File: config.mk
export PLATFORM = sky130hd
export DESIGN_NAME = rpc_mode_config
export DESIGN_NICKNAME = d
export VERILOG_FILES = /design/src/include/rpc_pkg.sv /design/src/logic/rpc_addr_class.sv /design/src/logic/rpc_mode_config.sv
export SDC_FILE = /design/constraint.sdc
export NUM_CORES = 1
export LEC_CHECK = 0
export BUFFER_PORTS_ARGS = -buffer_cell sky130_fd_sc_hd__clkbuf_2
export CAP_MARGIN = 0
export CORE_MARGIN = 4
export CORE_UTILIZATION = 37
export CTS_CLUSTER_SIZE = 25
export DETAILED_ROUTE_END_ITERATION = 10
export GPL_TIMING_DRIVEN = 1
export PLACE_DENSITY = 0.75
export REMOVE_ABC_BUFFERS = 1
export SLEW_MARGIN = 10
export SYNTH_ARGS = -nofsm -noshare
export SYNTH_HDL_FRONTEND = slang
export SYNTH_SLANG_ARGS = --single-unit
File: constraint.sdc
create_clock -name ref_clk -period 1.1 [get_ports ref_clk]
set_input_delay 0.165 -clock ref_clk [delete_from_list [all_inputs] [get_ports ref_clk]]
set_output_delay 0.165 -clock ref_clk [all_outputs]
set_load 0.1 [all_outputs]
File: src/include/rpc_pkg.sv
// constants for reset-time mode, pin configuration and emulation support
package rpc_pkg;
    // operating mode, gray coded along single -> 16-bit -> 8-bit
    typedef enum logic [1:0] {
        RPC_MODE_SINGLE = 2'h0,
        RPC_MODE_EXP16 = 2'h1,
        RPC_MODE_EXP8 = 2'h3
    } rpc_mode_t;

    // software register indices
    localparam logic [3:0] RPC_REG_MODE = 4'h0;
    localparam logic [3:0] RPC_REG_CTRL = 4'h1;
    localparam logic [3:0] RPC_REG_STRAP = 4'h2;

    // control register
    localparam int RPC_CTRL_STOP_SHADOW = 0;
    localparam logic RPC_CTRL_STOP_SHADOW_RST = 1'h0;

    // mode register fields
    localparam int RPC_MD_MODE_LO = 0;
    localparam int RPC_MD_EMU = 2;
    localparam int RPC_MD_ROM_EMU = 3;
    localparam int RPC_MD_SYNTH = 4;
    localparam int RPC_MD_FLASH_STOP = 5;
    localparam int RPC_MD_BKGND = 6;
    localparam int RPC_MD_PORT_E = 7;
    localparam int RPC_MD_PORT_F = 8;

    // captured strap vector positions
    localparam int RPC_ST_BUS_ERR = 0;
    localparam int RPC_ST_WIDTH = 1;
    localparam int RPC_ST_BUS_CTRL = 2;
    localparam int RPC_ST_INTR = 3;
    localparam int RPC_ST_EMUL = 4;
    localparam int RPC_ST_RSVD = 5;
    localparam int RPC_ST_ROM = 6;
    localparam int RPC_ST_FSTOP = 7;
    localparam int RPC_ST_CLK = 8;
    localparam int RPC_ST_BREAKPOINT_STRAP = 9;
    localparam int RPC_ST_W = 10;
    // straps as they read with no drive (pulled up)
    localparam logic [RPC_ST_W-1:0] RPC_STRAP_RST = 10'h3FF;

    // port register block and offsets
    localparam logic [15:0] RPC_PORT_BASE = 16'hFFFA;
    localparam logic [7:0] RPC_OFS_PORTA = 8'h00;
    localparam logic [7:0] RPC_OFS_PORTB = 8'h01;
    localparam logic [7:0] RPC_OFS_DDRA = 8'h02;
    localparam logic [7:0] RPC_OFS_DDRB = 8'h03;
    localparam logic [7:0] RPC_OFS_PORTE = 8'h04;
    localparam logic [7:0] RPC_OFS_DDRE = 8'h05;
    localparam logic [7:0] RPC_OFS_PEPAR = 8'h06;
    localparam logic [7:0] RPC_OFS_PORTG = 8'h08;
    localparam logic [7:0] RPC_OFS_PORTH = 8'h09;
    localparam logic [7:0] RPC_OFS_DDRG = 8'h0A;
    localparam logic [7:0] RPC_OFS_DDRH = 8'h0B;
    localparam logic [7:0] RPC_OFS_PORTC = 8'h10;
    localparam logic [7:0] RPC_OFS_PORTF = 8'h11;
    localparam logic [7:0] RPC_OFS_DDRF = 8'h12;
    localparam logic [7:0] RPC_OFS_PFPAR = 8'h13;

    // internal rom array window
    localparam logic [23:0] RPC_ROM_BASE = 24'hFF0000;
    localparam logic [23:0] RPC_ROM_MASK = 24'hFF0000;

    // externally mapped port access length in system clocks
    localparam int RPC_EXT_ACC_CYC = 3;
    localparam logic [1:0] RPC_EXT_ACC_LAST = 2'(RPC_EXT_ACC_CYC - 1);
endpackage : rpc_pkg

File: src/logic/rpc_addr_class.sv
// classifies an access address against the port register block
`timescale 1ns/1ps
module rpc_addr_class
    import rpc_pkg::*;
(
    input wire logic [23:0] addr,
    output logic ext_hit,
    output logic int_hit,
    output logic rom_hit
);
    logic [7:0] ofs;
    logic in_blk;
    logic ext_ofs;
    logic int_ofs;

    assign ofs = addr[7:0];
    assign in_blk = addr[23:8] == RPC_PORT_BASE;
    assign ext_ofs = ofs == RPC_OFS_PORTA || ofs == RPC_OFS_PORTB ||
                     ofs == RPC_OFS_DDRA || ofs == RPC_OFS_DDRB ||
                     ofs == RPC_OFS_PORTE || ofs == RPC_OFS_DDRE ||
                     ofs == RPC_OFS_PEPAR || ofs == RPC_OFS_PORTG ||
                     ofs == RPC_OFS_PORTH || ofs == RPC_OFS_DDRG ||
                     ofs == RPC_OFS_DDRH;
    assign int_ofs = ofs == RPC_OFS_PORTC || ofs == RPC_OFS_PORTF ||
                     ofs == RPC_OFS_DDRF || ofs == RPC_OFS_PFPAR;
    assign ext_hit = in_blk && ext_ofs;
    assign int_hit = in_blk && int_ofs;
    assign rom_hit = (addr & RPC_ROM_MASK) == RPC_ROM_BASE;
endmodule : rpc_addr_class

File: src/logic/rpc_mode_config.sv
// reset strap capture, mode and pin function selection, emulation selects
//
// Notes on behaviour
// - 8-bit expanded: low byte port, high data
// - 8-bit expanded never enables emulator mode
// - bus control strap low selects port E
// - 8-bit expanded: chip-select group fixed function
// - bus error low: single chip, ports A/B/G/H
// - single chip ignores port and emulation straps, all ports
// - emulator mode maps port registers externally
// - port C and F registers stay internal
// - emulator select on externally mapped access
// - emulator select at address strobe fall
// - mapped accesses terminated by outside logic
// - mapped access lasts three system clocks
// - rom select on valid rom access
// - rom emulation forces external bus cycles
// - rom select stays high on this variant
// - clock strap high selects synthesizer
// - clock strap low disables synthesizer
// - flash stop from strap or shadow bit
// - mode from bus error and width only
// - undriven data straps give default function
//
// The register offsets and the address-and-strobe port were chosen for this implementation.
`timescale 1ns/1ps
module rpc_mode_config
    import rpc_pkg::*;
#(
    // flash modules here cannot serve rom emulation
    parameter bit ROM_EMUL_SUPPORT = 1'b0
) (
    input wire logic ref_clk,
    input wire logic rst_b,
    input wire logic bus_error_strap,
    input wire logic width_select_strap,
    input wire logic bus_ctrl_port_strap,
    input wire logic intr_port_strap,
    input wire logic emulation_strap,
    input wire logic reserved_strap_high,
    input wire logic rom_emul_strap,
    input wire logic flash_stop_strap,
    input wire logic clock_mode_strap,
    input wire logic breakpoint_strap,
    input wire logic [23:0] acc_addr,
    input wire logic address_strobe_n,
    input wire logic [3:0] reg_addr,
    input wire logic [15:0] reg_wdata,
    input wire logic reg_wr,
    input wire logic reg_rd,
    output logic [15:0] reg_rdata,
    output rpc_mode_t op_mode,
    output logic addr_bus_en,
    output logic data_hi_bus_en,
    output logic data_lo_bus_en,
    output logic port_a_en,
    output logic port_b_en,
    output logic port_c_en,
    output logic port_e_en,
    output logic port_f_en,
    output logic port_g_en,
    output logic port_h_en,
    output logic cs_fixed_func,
    output logic emulator_mode,
    output logic rom_emul_en,
    output logic synth_en,
    output logic bkgnd_en,
    output logic flash_stop,
    output logic emulator_port_select_n,
    output logic rom_emulation_select_n,
    output logic int_term_inhibit
);
    logic [RPC_ST_W-1:0] strap_r;
    logic [RPC_ST_W-1:0] strap_nxt;
    logic stop_shadow_r;
    logic as_prev_r;
    logic [1:0] acc_cnt_r;
    logic [1:0] acc_cnt_nxt;
    logic cse_nxt;
    logic ext_hit;
    logic int_hit;
    logic rom_hit;
    logic as_fall;
    logic as_low;
    rpc_mode_t mode_nxt;
    logic single;
    logic expanded;
    logic emu_nxt;
    logic rom_emu_nxt;
    logic [15:0] mode_word;
    logic [15:0] rd_mux;
    logic sel_mode;
    logic sel_ctrl;
    logic sel_strap;

    rpc_addr_class u_class (
        .addr(acc_addr),
        .ext_hit(ext_hit),
        .int_hit(int_hit),
        .rom_hit(rom_hit)
    );

    // strap latch
    // straps follow the pins while reset is low, frozen at release
    assign strap_nxt = {breakpoint_strap, clock_mode_strap,
                        flash_stop_strap, rom_emul_strap,
                        reserved_strap_high, emulation_strap,
                        intr_port_strap, bus_ctrl_port_strap,
                        width_select_strap, bus_error_strap};

    always_ff @(posedge ref_clk) begin
        if (!rst_b) begin
            strap_r <= strap_nxt;
        end
    end

    always_comb begin
        case ({strap_r[RPC_ST_BUS_ERR], strap_r[RPC_ST_WIDTH]})
            2'b10: mode_nxt = RPC_MODE_EXP16;
            2'b11: mode_nxt = RPC_MODE_EXP8;
            default: mode_nxt = RPC_MODE_SINGLE;
        endcase
    end

    assign single = mode_nxt == RPC_MODE_SINGLE;
    assign expanded = !single;
    assign emu_nxt = mode_nxt == RPC_MODE_EXP16 && !strap_r[RPC_ST_EMUL];
    assign rom_emu_nxt = emu_nxt && !strap_r[RPC_ST_ROM];

    // default on high
    // a high strap is the pulled-up default, low picks the alternate
    always_ff @(posedge ref_clk) begin
        if (!rst_b) begin
            op_mode <= RPC_MODE_SINGLE;
            addr_bus_en <= 1'b0;
            data_hi_bus_en <= 1'b0;
            data_lo_bus_en <= 1'b0;
            port_a_en <= 1'b0;
            port_b_en <= 1'b0;
            port_c_en <= 1'b0;
            port_e_en <= 1'b0;
            port_f_en <= 1'b0;
            port_g_en <= 1'b0;
            port_h_en <= 1'b0;
            cs_fixed_func <= 1'b0;
            emulator_mode <= 1'b0;
            rom_emul_en <= 1'b0;
            synth_en <= 1'b0;
            bkgnd_en <= 1'b0;
        end else begin
            op_mode <= mode_nxt;
            addr_bus_en <= expanded;
            data_hi_bus_en <= expanded;
            data_lo_bus_en <= mode_nxt == RPC_MODE_EXP16;
            port_a_en <= single;
            port_b_en <= single;
            port_g_en <= single;
            port_h_en <= mode_nxt != RPC_MODE_EXP16;
            port_c_en <= single;
            port_e_en <= single || !strap_r[RPC_ST_BUS_CTRL];
            port_f_en <= single || !strap_r[RPC_ST_INTR];
            cs_fixed_func <= mode_nxt == RPC_MODE_EXP8;
            emulator_mode <= emu_nxt;
            rom_emul_en <= rom_emu_nxt;
            synth_en <= strap_r[RPC_ST_CLK];
            bkgnd_en <= !strap_r[RPC_ST_BREAKPOINT_STRAP];
        end
    end

    always_ff @(posedge ref_clk) begin
        if (!rst_b) begin
            flash_stop <= 1'b0;
        end else begin
            flash_stop <= !strap_r[RPC_ST_FSTOP] || stop_shadow_r;
        end
    end

    // register port decode
    assign sel_mode = reg_addr == RPC_REG_MODE;
    assign sel_ctrl = reg_addr == RPC_REG_CTRL;
    assign sel_strap = reg_addr == RPC_REG_STRAP;

    always_ff @(posedge ref_clk) begin
        if (!rst_b) begin
            stop_shadow_r <= RPC_CTRL_STOP_SHADOW_RST;
        end else if (reg_wr && sel_ctrl) begin
            stop_shadow_r <= reg_wdata[RPC_CTRL_STOP_SHADOW];
        end
    end

    always_comb begin
        mode_word = 16'h0000;
        mode_word[RPC_MD_MODE_LO +: 2] = op_mode;
        mode_word[RPC_MD_EMU] = emulator_mode;
        mode_word[RPC_MD_ROM_EMU] = rom_emul_en;
        mode_word[RPC_MD_SYNTH] = synth_en;
        mode_word[RPC_MD_FLASH_STOP] = flash_stop;
        mode_word[RPC_MD_BKGND] = bkgnd_en;
        mode_word[RPC_MD_PORT_E] = port_e_en;
        mode_word[RPC_MD_PORT_F] = port_f_en;
    end

    // reserved strap visible
    // a low reserved strap shows as a clear bit in the strap word
    assign rd_mux = sel_mode ? mode_word :
                    sel_ctrl ? {15'h0000, stop_shadow_r} :
                    sel_strap ? {6'h00, strap_r} : 16'h0000;

    always_ff @(posedge ref_clk) begin
        if (!rst_b) begin
            reg_rdata <= 16'h0000;
        end else begin
            reg_rdata <= reg_rd ? rd_mux : 16'h0000;
        end
    end

    // emulator access tracking
    assign as_fall = as_prev_r && !address_strobe_n;
    assign as_low = !address_strobe_n;

    always_comb begin
        acc_cnt_nxt = acc_cnt_r;
        cse_nxt = emulator_port_select_n;
        if (!emulator_port_select_n) begin
            if (acc_cnt_r == RPC_EXT_ACC_LAST) begin
                cse_nxt = 1'b1;
                acc_cnt_nxt = 2'h0;
            end else begin
                acc_cnt_nxt = 2'(acc_cnt_r + 2'h1);
            end
        end else if (emulator_mode && as_fall && ext_hit && !int_hit) begin
            cse_nxt = 1'b0;
            acc_cnt_nxt = 2'h0;
        end
    end

    always_ff @(posedge ref_clk) begin
        if (!rst_b) begin
            as_prev_r <= 1'b1;
            acc_cnt_r <= 2'h0;
            emulator_port_select_n <= 1'b1;
        end else begin
            as_prev_r <= address_strobe_n;
            acc_cnt_r <= acc_cnt_nxt;
            emulator_port_select_n <= cse_nxt;
        end
    end

    // select held high
    // without flash support the rom select never leaves its idle level
    always_ff @(posedge ref_clk) begin
        if (!rst_b) begin
            int_term_inhibit <= 1'b0;
            rom_emulation_select_n <= 1'b1;
        end else begin
            int_term_inhibit <= as_low &&
                ((emulator_mode && ext_hit) || (rom_emul_en && rom_hit));
            rom_emulation_select_n <= !(ROM_EMUL_SUPPORT && rom_emul_en &&
                                        as_low && rom_hit);
        end
    end
endmodule : rpc_mode_config

# [Yosys cells after proc, flatten, opt, wreduce, memory -nomap -nowiden]
# Cells that the tools add are included.
[totals] register_bits=46 output_inout_bits=37 input_bits=59
[op_classes] reduce_logical=44 addsub=1 muxes=10 bitwise_logic=3 n_eq_ne=25
[ops] op="$eq A8 B4 Y1 const B" n=4
[ops] op="$eq A8 B5 Y1 const B" n=4
[ops] op="$mux W9" n=3
[ops] op="$eq A8 B3 Y1 const B" n=3
[ops] op="$logic_or A1 B1 Y1" n=17
[ops] op="$eq A16 B16 Y1 const B" n=1
[ops] op="$eq A8 B2 Y1 const B" n=2
[ops] op="$logic_and A1 B1 Y1" n=12
[ops] op="$logic_not A1 Y1" n=9
[ops] op="$eq A2 B2 Y1 const B" n=4
[ops] op="$eq A8 B1 Y1 const B" n=1
[ops] op="$eq A8 B8 Y1 const B" n=1
[ops] op="$logic_not A8 Y1" n=1
[ops] op="$mux W2" n=3
[ops] op="$reduce_or A5 Y1" n=1
[ops] op="$eq A4 B1 Y1 const B" n=1
[ops] op="$eq A4 B2 Y1 const B" n=1
[ops] op="$logic_not A4 Y1" n=1
[ops] op="$ne A2 B1 Y1 const B" n=2
[ops] op="$pmux W2 S2" n=1
[ops] op="$reduce_or A4 Y1" n=1
[ops] op="$mux W1" n=3
[ops] op="$not A1 Y1" n=3
[ops] op="$add A2 B1 Y2 const B" n=1
[ops] op="other kinds (3)" n=3

# [Longest topological paths before layout]
# Gate-level depths: netlist (run 1).
[depth] depth_word=16 mapped_depth=5

# [Cells and area by module]
# From an unflattened synthesis (run 1), not the netlist that was laid out.
[unflattened] hier_cells=115 area_unflattened_um2=1417.6
[modules_own_cells] mod="rpc_mode_config" seq_area_each_um2=880.8 instances=1 area_per_inst_um2=1333.8 cells_each=103
[modules_own_cells] mod="rpc_addr_class" seq_area_each_um2=0.0 instances=1 area_per_inst_um2=83.8 cells_each=12

# [Least setup slack after synthesis (run 1)]
# OpenSTA, ideal clock, no wires.
[synth_path] kind="flip-flop to flip-flop" from="reg emulator_mode" to="reg emulator_port_select_n" setup_ns=0.120 n_path_buf=0 arrival_time_ns=1.674 t_required_ns=0.980 path_slack_ns=-0.694 path_stages_with_launch=4 cell_sequence="dfxtp_1 > and4b_1 > nand4_1 > a211o_1"
[synth_via] elab_chain_len=5
[synth_rtl] item="from (decl)" line_no="rpc_mode_config.sv:64" rtl="output logic emulator_mode,"
[synth_rtl] item="from (signal assigned)" line_no="rpc_mode_config.sv:163" rtl="emulator_mode <= emu_nxt;"
[synth_rtl] item="$logic_and A1 B1 Y1 (3 in a row)" line_no="rpc_mode_config.sv:231" rtl="end else if (emulator_mode && as_fall && ext_hit && !int_hit) begin"
[synth_rtl] item="$mux W1" line_no="rpc_mode_config.sv:231"
[synth_rtl] item="$mux W1" line_no="rpc_mode_config.sv:224" rtl="if (!emulator_port_select_n) begin"
[synth_rtl] item="to (signal assigned)" line_no="rpc_mode_config.sv:245" rtl="emulator_port_select_n <= cse_nxt;"
[synth_rtl] item="to (decl)" line_no="rpc_mode_config.sv:69" rtl="output logic emulator_port_select_n,"
# Every way passes these cells.
# A chain may end at the register's enable or synchronous reset.

# [Worst setup path in the final report (run 1)]
# Same ends and word-level chain as after synthesis.

==> summary.txt, run 1 <==
Clock latency on the worst-skew pair: 0.29 ns
Clk slew on worst S/H paths: 0.07 ns
Worst-path fanout max: 4
Vias per inst: 4.83
Final period util: 1.06
Top cell family by delay on the critical path: simple AND/OR/NAND/NOR gates
Core footprint: 3720 µm²
Most Used Layer, Global Route: met2
Global placement routability congestion: 0.780
Antenna Violating Nets Remaining: 0
EDFF count, synth: 10
Worst setup margin: -0.0679 ns
Met3 Track Usage GR: 0.0455
CP cell instances: and4b_1 > nand4_1 > a211o_1
Post-synthesis xor/xnor area fraction: 0
Top cells by count, synth: dfxtp_1 (29), nor2_1 (16), buf_4 (12), edfxtp_1 (10), a22oi_1 (8)
Async SR Flop Fraction: 0
Initial antenna violation count: 0
Wirelength per Cell: 14.9 µm
Sequential fraction of the synthesis area: 0.607
Complex-gate fraction of the synthesized area: 0.114
Num CTS Buffers: 5
Io pins: 96
Area Overhead vs Synth: 72.3%
Final Cell Area: 2500 µm²
GRT met2 Usage: 0.292
VDD IR max: 0.000693 V
CTS H-tree depth: 2
First-pass GRT wire length: 5930 µm
Fmax: 0.856 GHz
Unique cell type count in the Yosys netlist: 35
Crit Reg-Reg Startpoint: emulator_mode
Syn. warnings: 0
Via count: 1265
Simple-gate area share of the yosys netlist: 0.184
Worst EP required: 1.28 ns
Crit path kind: reg2reg
Row count: 22
Routed wire length: 3900 µm
Initial Utilization: 0.390
Placed inst area: 2340 µm²
Largest family of logic cells by synthesized area: simple AND/OR/NAND/NOR gates
Die Wd: 70.6 µm
Largest cells by area after synthesis: dfxtp_1 (40%), edfxtp_1 (21%), buf_4 (6.2%)
Hold Startpoint: flash_stop_strap
DP Wirelength: 2880 µm
MaxCap Viol Count: 0
Crit-path max cell delay: 0.34 ns
Slew Limit Fails: 0
Ys flop type: dfxtp_1
Cell Pwr Density: 1390 nW/µm²
Min-delay worst type: in2reg
1st-pass router iterations: 5
Vias in the first global route: 1270
RSZ-0062 raised after global routing: true
Mux cell area share after synthesis: 0.00690
Global Route Usage Sum: 0.153
DR iter-0 viols: 52
P_leak: 0.00108 µW
Startpoint types: register
TritonCTS clock tree: yes
Worst Setup SP: emulator_mode
Violated checks: negative setup slack
Worst Path Arrival: 1.35 ns
Count leader, synth: dfxtp_1
Die Ht: 70.6 µm
Cts hold-fix bufs: 0
IO buf count: 73
Crit-path slowest cell: dfxtp_2
Clk buf depth: 2
# clock sinks: 39
Gr ovfl total: 0
Maximum number of pins on one net before global-route repair: 18
Fraction of layout cells with a size suffix above 1: 0.519
Min Tclk post-route: 1.17 ns
Leading area contributor after synthesis: dfxtp_1
Synth Area per Inst: 11.2 µm²
DRC: 0
Final hold violation count: 0
Total Die Area: 4990 µm²
FF+latch count, synth: 39
Share of the synthesized area in the top cell type: 0.400
Critical path endpoint category: register
Clk_skew: 0.00465 ns
Synthesized instance count: 129
Final total power: 3470 µW
Worst Path Buf+Inv: 0
Outcome: finished, violations left
Synth Cell Area: 1450 µm²
Grt met1 use: 0.146
Clock Root Buffer: clkbuf_8
Post-Synth Adder-Cell Area: 0
N_diodes: 0
Setup violators final: 4
Fin nets: 272
-- worst paths after layout --
check | to | slack (ns) | depth (start not counted)
setup / recovery | emulator_port_select_n | -0.07 | 3
hold / removal | strap_r[7] | 0.05 | 1
setup reg to reg | emulator_port_select_n | -0.07 | 3
hold reg to reg | flash_stop | 0.46 | 1
-- state kept, by name, indices dropped and copies added, names as in the netlist --
signal	count
port_h_en	1
reg_rdata	10
data_lo_bus_en	1
emulator_port_select_n	1
flash_stop	1
stop_shadow_r	1
synth_en	1
emulator_mode	1
strap_r	10
acc_cnt_r	2
rom_emul_en	1
port_g_en	1
bkgnd_en	1
port_f_en	1
as_prev_r	1
op_mode	2
port_e_en	1
int_term_inhibit	1
data_hi_bus_en	1
-- repair_timing --
| action | 4_1_cts | 5_1_grt |
|---|---|---|
| buffers inserted | 2 | 0 |
| endpoints found under the setup margin | 11 | 9 |
| gates resized for setup | 11 | 4 |
| pin swaps | 4 | 1 |
| endpoints found under the hold margin | 0 | 0 |
-- where the power goes --
group,internal (µW),switching (µW)
registers,1540,66.0
logic,276,554
clock network,572,467
-- area by class of cell --
class,count,area [µm²]
clock buffers,8,100
fillers,258,1220
inverters,6,22.5
multi-input cells,75,492
flip-flops and latches,39,895
well taps,48,60.1
repair buffers,86,930
-- per-stage QoR --
stage          std cells  hold WS [ns]   util  setup slack [ns]  TNS (ns)
4_1_cts              262        0.0470  0.670           -0.0404    -0.109
6_report             262        0.0512  0.672           -0.0679    -0.224
3_5_place_dp         252         0.344  0.630            -0.219    -0.622
3_3_place_gp         252         0.343  0.630            -0.182    -0.474
5_1_grt              262        0.0433  0.672            -0.102    -0.332
2_1_floorplan        120         0.260      -             -1.91    -14.68
-- layout by cell type (no fill, tap or decap), types with 2 or more instances in the layout --
cell type	instances
nor2b_1	2
nand2b_1	2
nand2_1	6
a41o_1	2
buf_12	31
clkbuf_8	7
nor3_1	3
clkbuf_2	43
nor2_1	16
nand4_1	3
dfxtp_4	2
inv_2	2
dfxtp_1	22
buf_4	11
inv_1	4
nand3_1	3
a21oi_1	4
dfxtp_2	5
conb_1	7
a22oi_1	8
edfxtp_1	10
-- layer usage --
layer	part of all wire	up-vias
met5	0	-
met4	0.033	0
met3	0.055	15
met2	0.57	56
met1	0.34	587
li1	-	607
-- cells by family (layout without fill, tap and decap cells) --
kind of cell	after synthesis	in the layout
and+or+nand+nor	45	45
DFF	39	39
AOI/OAI and AO/OA	22	22
buffers and inverters	20	100
other	2	7
muxes	1	1
No activity file was read; power rests on OpenSTA's default activity.
==> inputs of run 2 (changes only) <==
- ABC_AREA: default -> 1
- PLACE_DENSITY: 0.75 -> 0.74
==> summary.txt, run 2 <==
Crit path kind: reg2out
Synth Area per Inst: 9.33 µm² (-17%)
Largest cells by area after synthesis: dfxtp_1 (39%), edfxtp_1 (20%), nand3_1 (8.1%)
Die Ht: 71.3 µm (+1.0%)
Mux cell area share after synthesis: 0 (-0.00690)
Simple-gate area share of the yosys netlist: 0.222 (+0.0380)
RSZ-0062 raised after global routing: false
Post-synthesis xor/xnor area fraction: 0 (unchanged)
DR iter-0 viols: 34 (-35%)
Slew Limit Fails: 0 (unchanged)
Antenna Violating Nets Remaining: 0 (unchanged)
Vias in the first global route: 1298 (+2.2%)
Ys flop type: dfxtp_1
Worst Path Buf+Inv: 2 (+2)
Fin nets: 293 (+7.7%)
IO buf count: 73 (unchanged)
Largest family of logic cells by synthesized area: simple AND/OR/NAND/NOR gates
Row count: 22 (unchanged)
Unique cell type count in the Yosys netlist: 23 (-34%)
Count leader, synth: dfxtp_1
Via count: 1324 (+4.7%)
Fraction of layout cells with a size suffix above 1: 0.426 (-0.0932)
DP Wirelength: 2880 µm (+0.19%)
Min-delay worst type: in2reg
Core footprint: 3770 µm² (+1.5%)
First-pass GRT wire length: 5710 µm (-3.6%)
Sequential fraction of the synthesis area: 0.594 (-0.0138)
Clk slew on worst S/H paths: 0.07 ns (about the same)
CP cell instances: buf_6 > buf_12
Setup violators final: 0 (-4)
Worst-path fanout max: 4 (unchanged)
Post-Synth Adder-Cell Area: 0 (unchanged)
CTS H-tree depth: 2 (unchanged)
Routed wire length: 3680 µm (-5.7%)
Final Cell Area: 2420 µm² (-3.0%)
Initial Utilization: 0.393 (+0.00326)
Largest regs: reg_rdata: 10 flops, strap_r: 10 flops
Worst EP required: 0.94 ns (-0.34 ns)
Fmax: 0.944 GHz (+10%)
Placed Cells: 275 (+9.1%)
Global Route Usage Sum: 0.145 (-0.00802)
Vias per inst: 4.68 (-3.1%)
Final hold violation count: 0 (unchanged)
Share of the synthesized area in the top cell type: 0.391 (-0.00911)
Commonest cells after routing, fill and taps aside: clkbuf_2 (43), buf_12 (30), dfxtp_1 (24)
Maximum number of pins on one net before global-route repair: 19 (+1)
Num CTS Buffers: 5 (unchanged)
Top cells by count, synth: dfxtp_1 (29), nand3_1 (24), nand2_1 (18), nor2_1 (17), a21oi_1 (16)
EDFF count, synth: 10 (unchanged)
Clk_skew: 0.00174 ns (-0.00291 ns)
Min Tclk post-route: 1.06 ns (-0.108 ns)
Most common cell after layout, fill and taps aside: clkbuf_2
Total Die Area: 5090 µm² (+2.1%)
Clk buf depth: 2 (unchanged)
Worst Path Arrival: 0.89 ns (-0.46 ns)
Outcome: finished, final reports clean
Critical path endpoint category: primary output
Top cell family by delay on the critical path: flip-flops
Leading area contributor after synthesis: dfxtp_1
Clock Root Buffer: clkbuf_8
Syn. warnings: 0 (unchanged)
Finished Layout Cells: 283 (+8.0%)
Die Wd: 71.3 µm (+1.0%)
Initial antenna violation count: 0 (unchanged)
TritonCTS clock tree: yes
Io pins: 96 (unchanged)
Final period util: 0.963 (-0.0985)
Placed inst area: 2310 µm² (-1.4%)
Synthesized instance count: 159 (+23%)
WHS: 0.0567 ns (+0.00558 ns)
Final TNS setup: 0 ns (+0.224 ns)
Cell Pwr Density: 1360 nW/µm² (-2.2%)
Gr ovfl total: 0 (unchanged)
Clock latency on the worst-skew pair: 0.28 ns (about the same)
Area Overhead vs Synth: 63.4%
MaxCap Viol Count: 0 (unchanged)
Async SR Flop Fraction: 0 (unchanged)
1st-pass router iterations: 4 (-1)
Crit-path max cell delay: 0.34 ns (about the same)
# clock sinks: 39 (unchanged)
FF+latch count, synth: 39 (unchanged)
Complex-gate fraction of the synthesized area: 0.0717 (-0.0422)
Global placement routability congestion: 0.773 (-0.82%)
Wirelength per Cell: 13.0 µm (-13%)
Crit-path slowest cell: dfxtp_2
Synth Cell Area: 1480 µm² (+2.3%)
DRC: 0 (unchanged)
P_leak: 0.00106 µW (-2.2%)
Startpoint types: register
VDD IR max: 0.00107 V (+54%)
N_diodes: 0 (unchanged)
[run 2: worst paths after layout]
path                                             start                      to  slack, ns  depth (start not counted)
worst max-delay path            emulator_port_select_n  emulator_port_select_n       0.04                          2
worst min-delay path                   intr_port_strap              strap_r[3]       0.06                          1
worst max register to register           emulator_mode  emulator_port_select_n       0.12                          7
worst min register to register              strap_r[4]           emulator_mode       0.47                          1
[run 2: cell type report]
cell class | instances | area [µm²]
Clock buffer | 6 | 72.6
Clock inverter | 2 | 7.51
Fill cell | 296 | 1350
Inverter | 14 | 52.6
Multi-Input combinational cell | 96 | 482
Sequential cell | 39 | 890
Tap cell | 48 | 60.1
Timing Repair Buffer | 78 | 861
[run 2: kinds of logic (layout without fill, tap and decap cells)]
family	after synthesis	in the layout
AO/OA/AOI/OAI	20	20
buffers and inverters	29	100
flip-flops	39	39
other	2	7
AND/OR/NAND/NOR	69	69
[run 2: through the flow]
step	total power (µW)	util	setup slack, ns
finish	3300	0.643	0.0405
global route	3430	0.643	0.00935
CTS	3320	0.635	0.000732
detailed placement	2450	0.612	0.0212
global placement	2440	0.612	0.0779
floorplan	2110	-	-1.91
[run 2: repair_timing]
| item | CTS | global route |
|---|---|---|
| gates resized for setup | 3 | 11 |
| pin swaps | 0 | 3 |
| endpoints found under the setup margin | 6 | 7 |
| hold buffers | 0 | 0 |
| setup buffers | 0 | 0 |
[run 2: metal layers]
layer / track usage / share of wire / vias up
met5: 0 / 0 / -
met4: 0.0710 / 0.020 / 0
met3: 0.0547 / 0.078 / 6
met2: 0.252 / 0.54 / 51
met1: 0.154 / 0.36 / 608
li1: - / - / 659
[run 2: where the power goes]
group	internal, µW	leakage, µW	switching, µW
Clock	432	0.0000403	438
Sequential	1540	0.000336	66.7
Combinational	258	0.000685	559
Total	2230	0.00106	1060
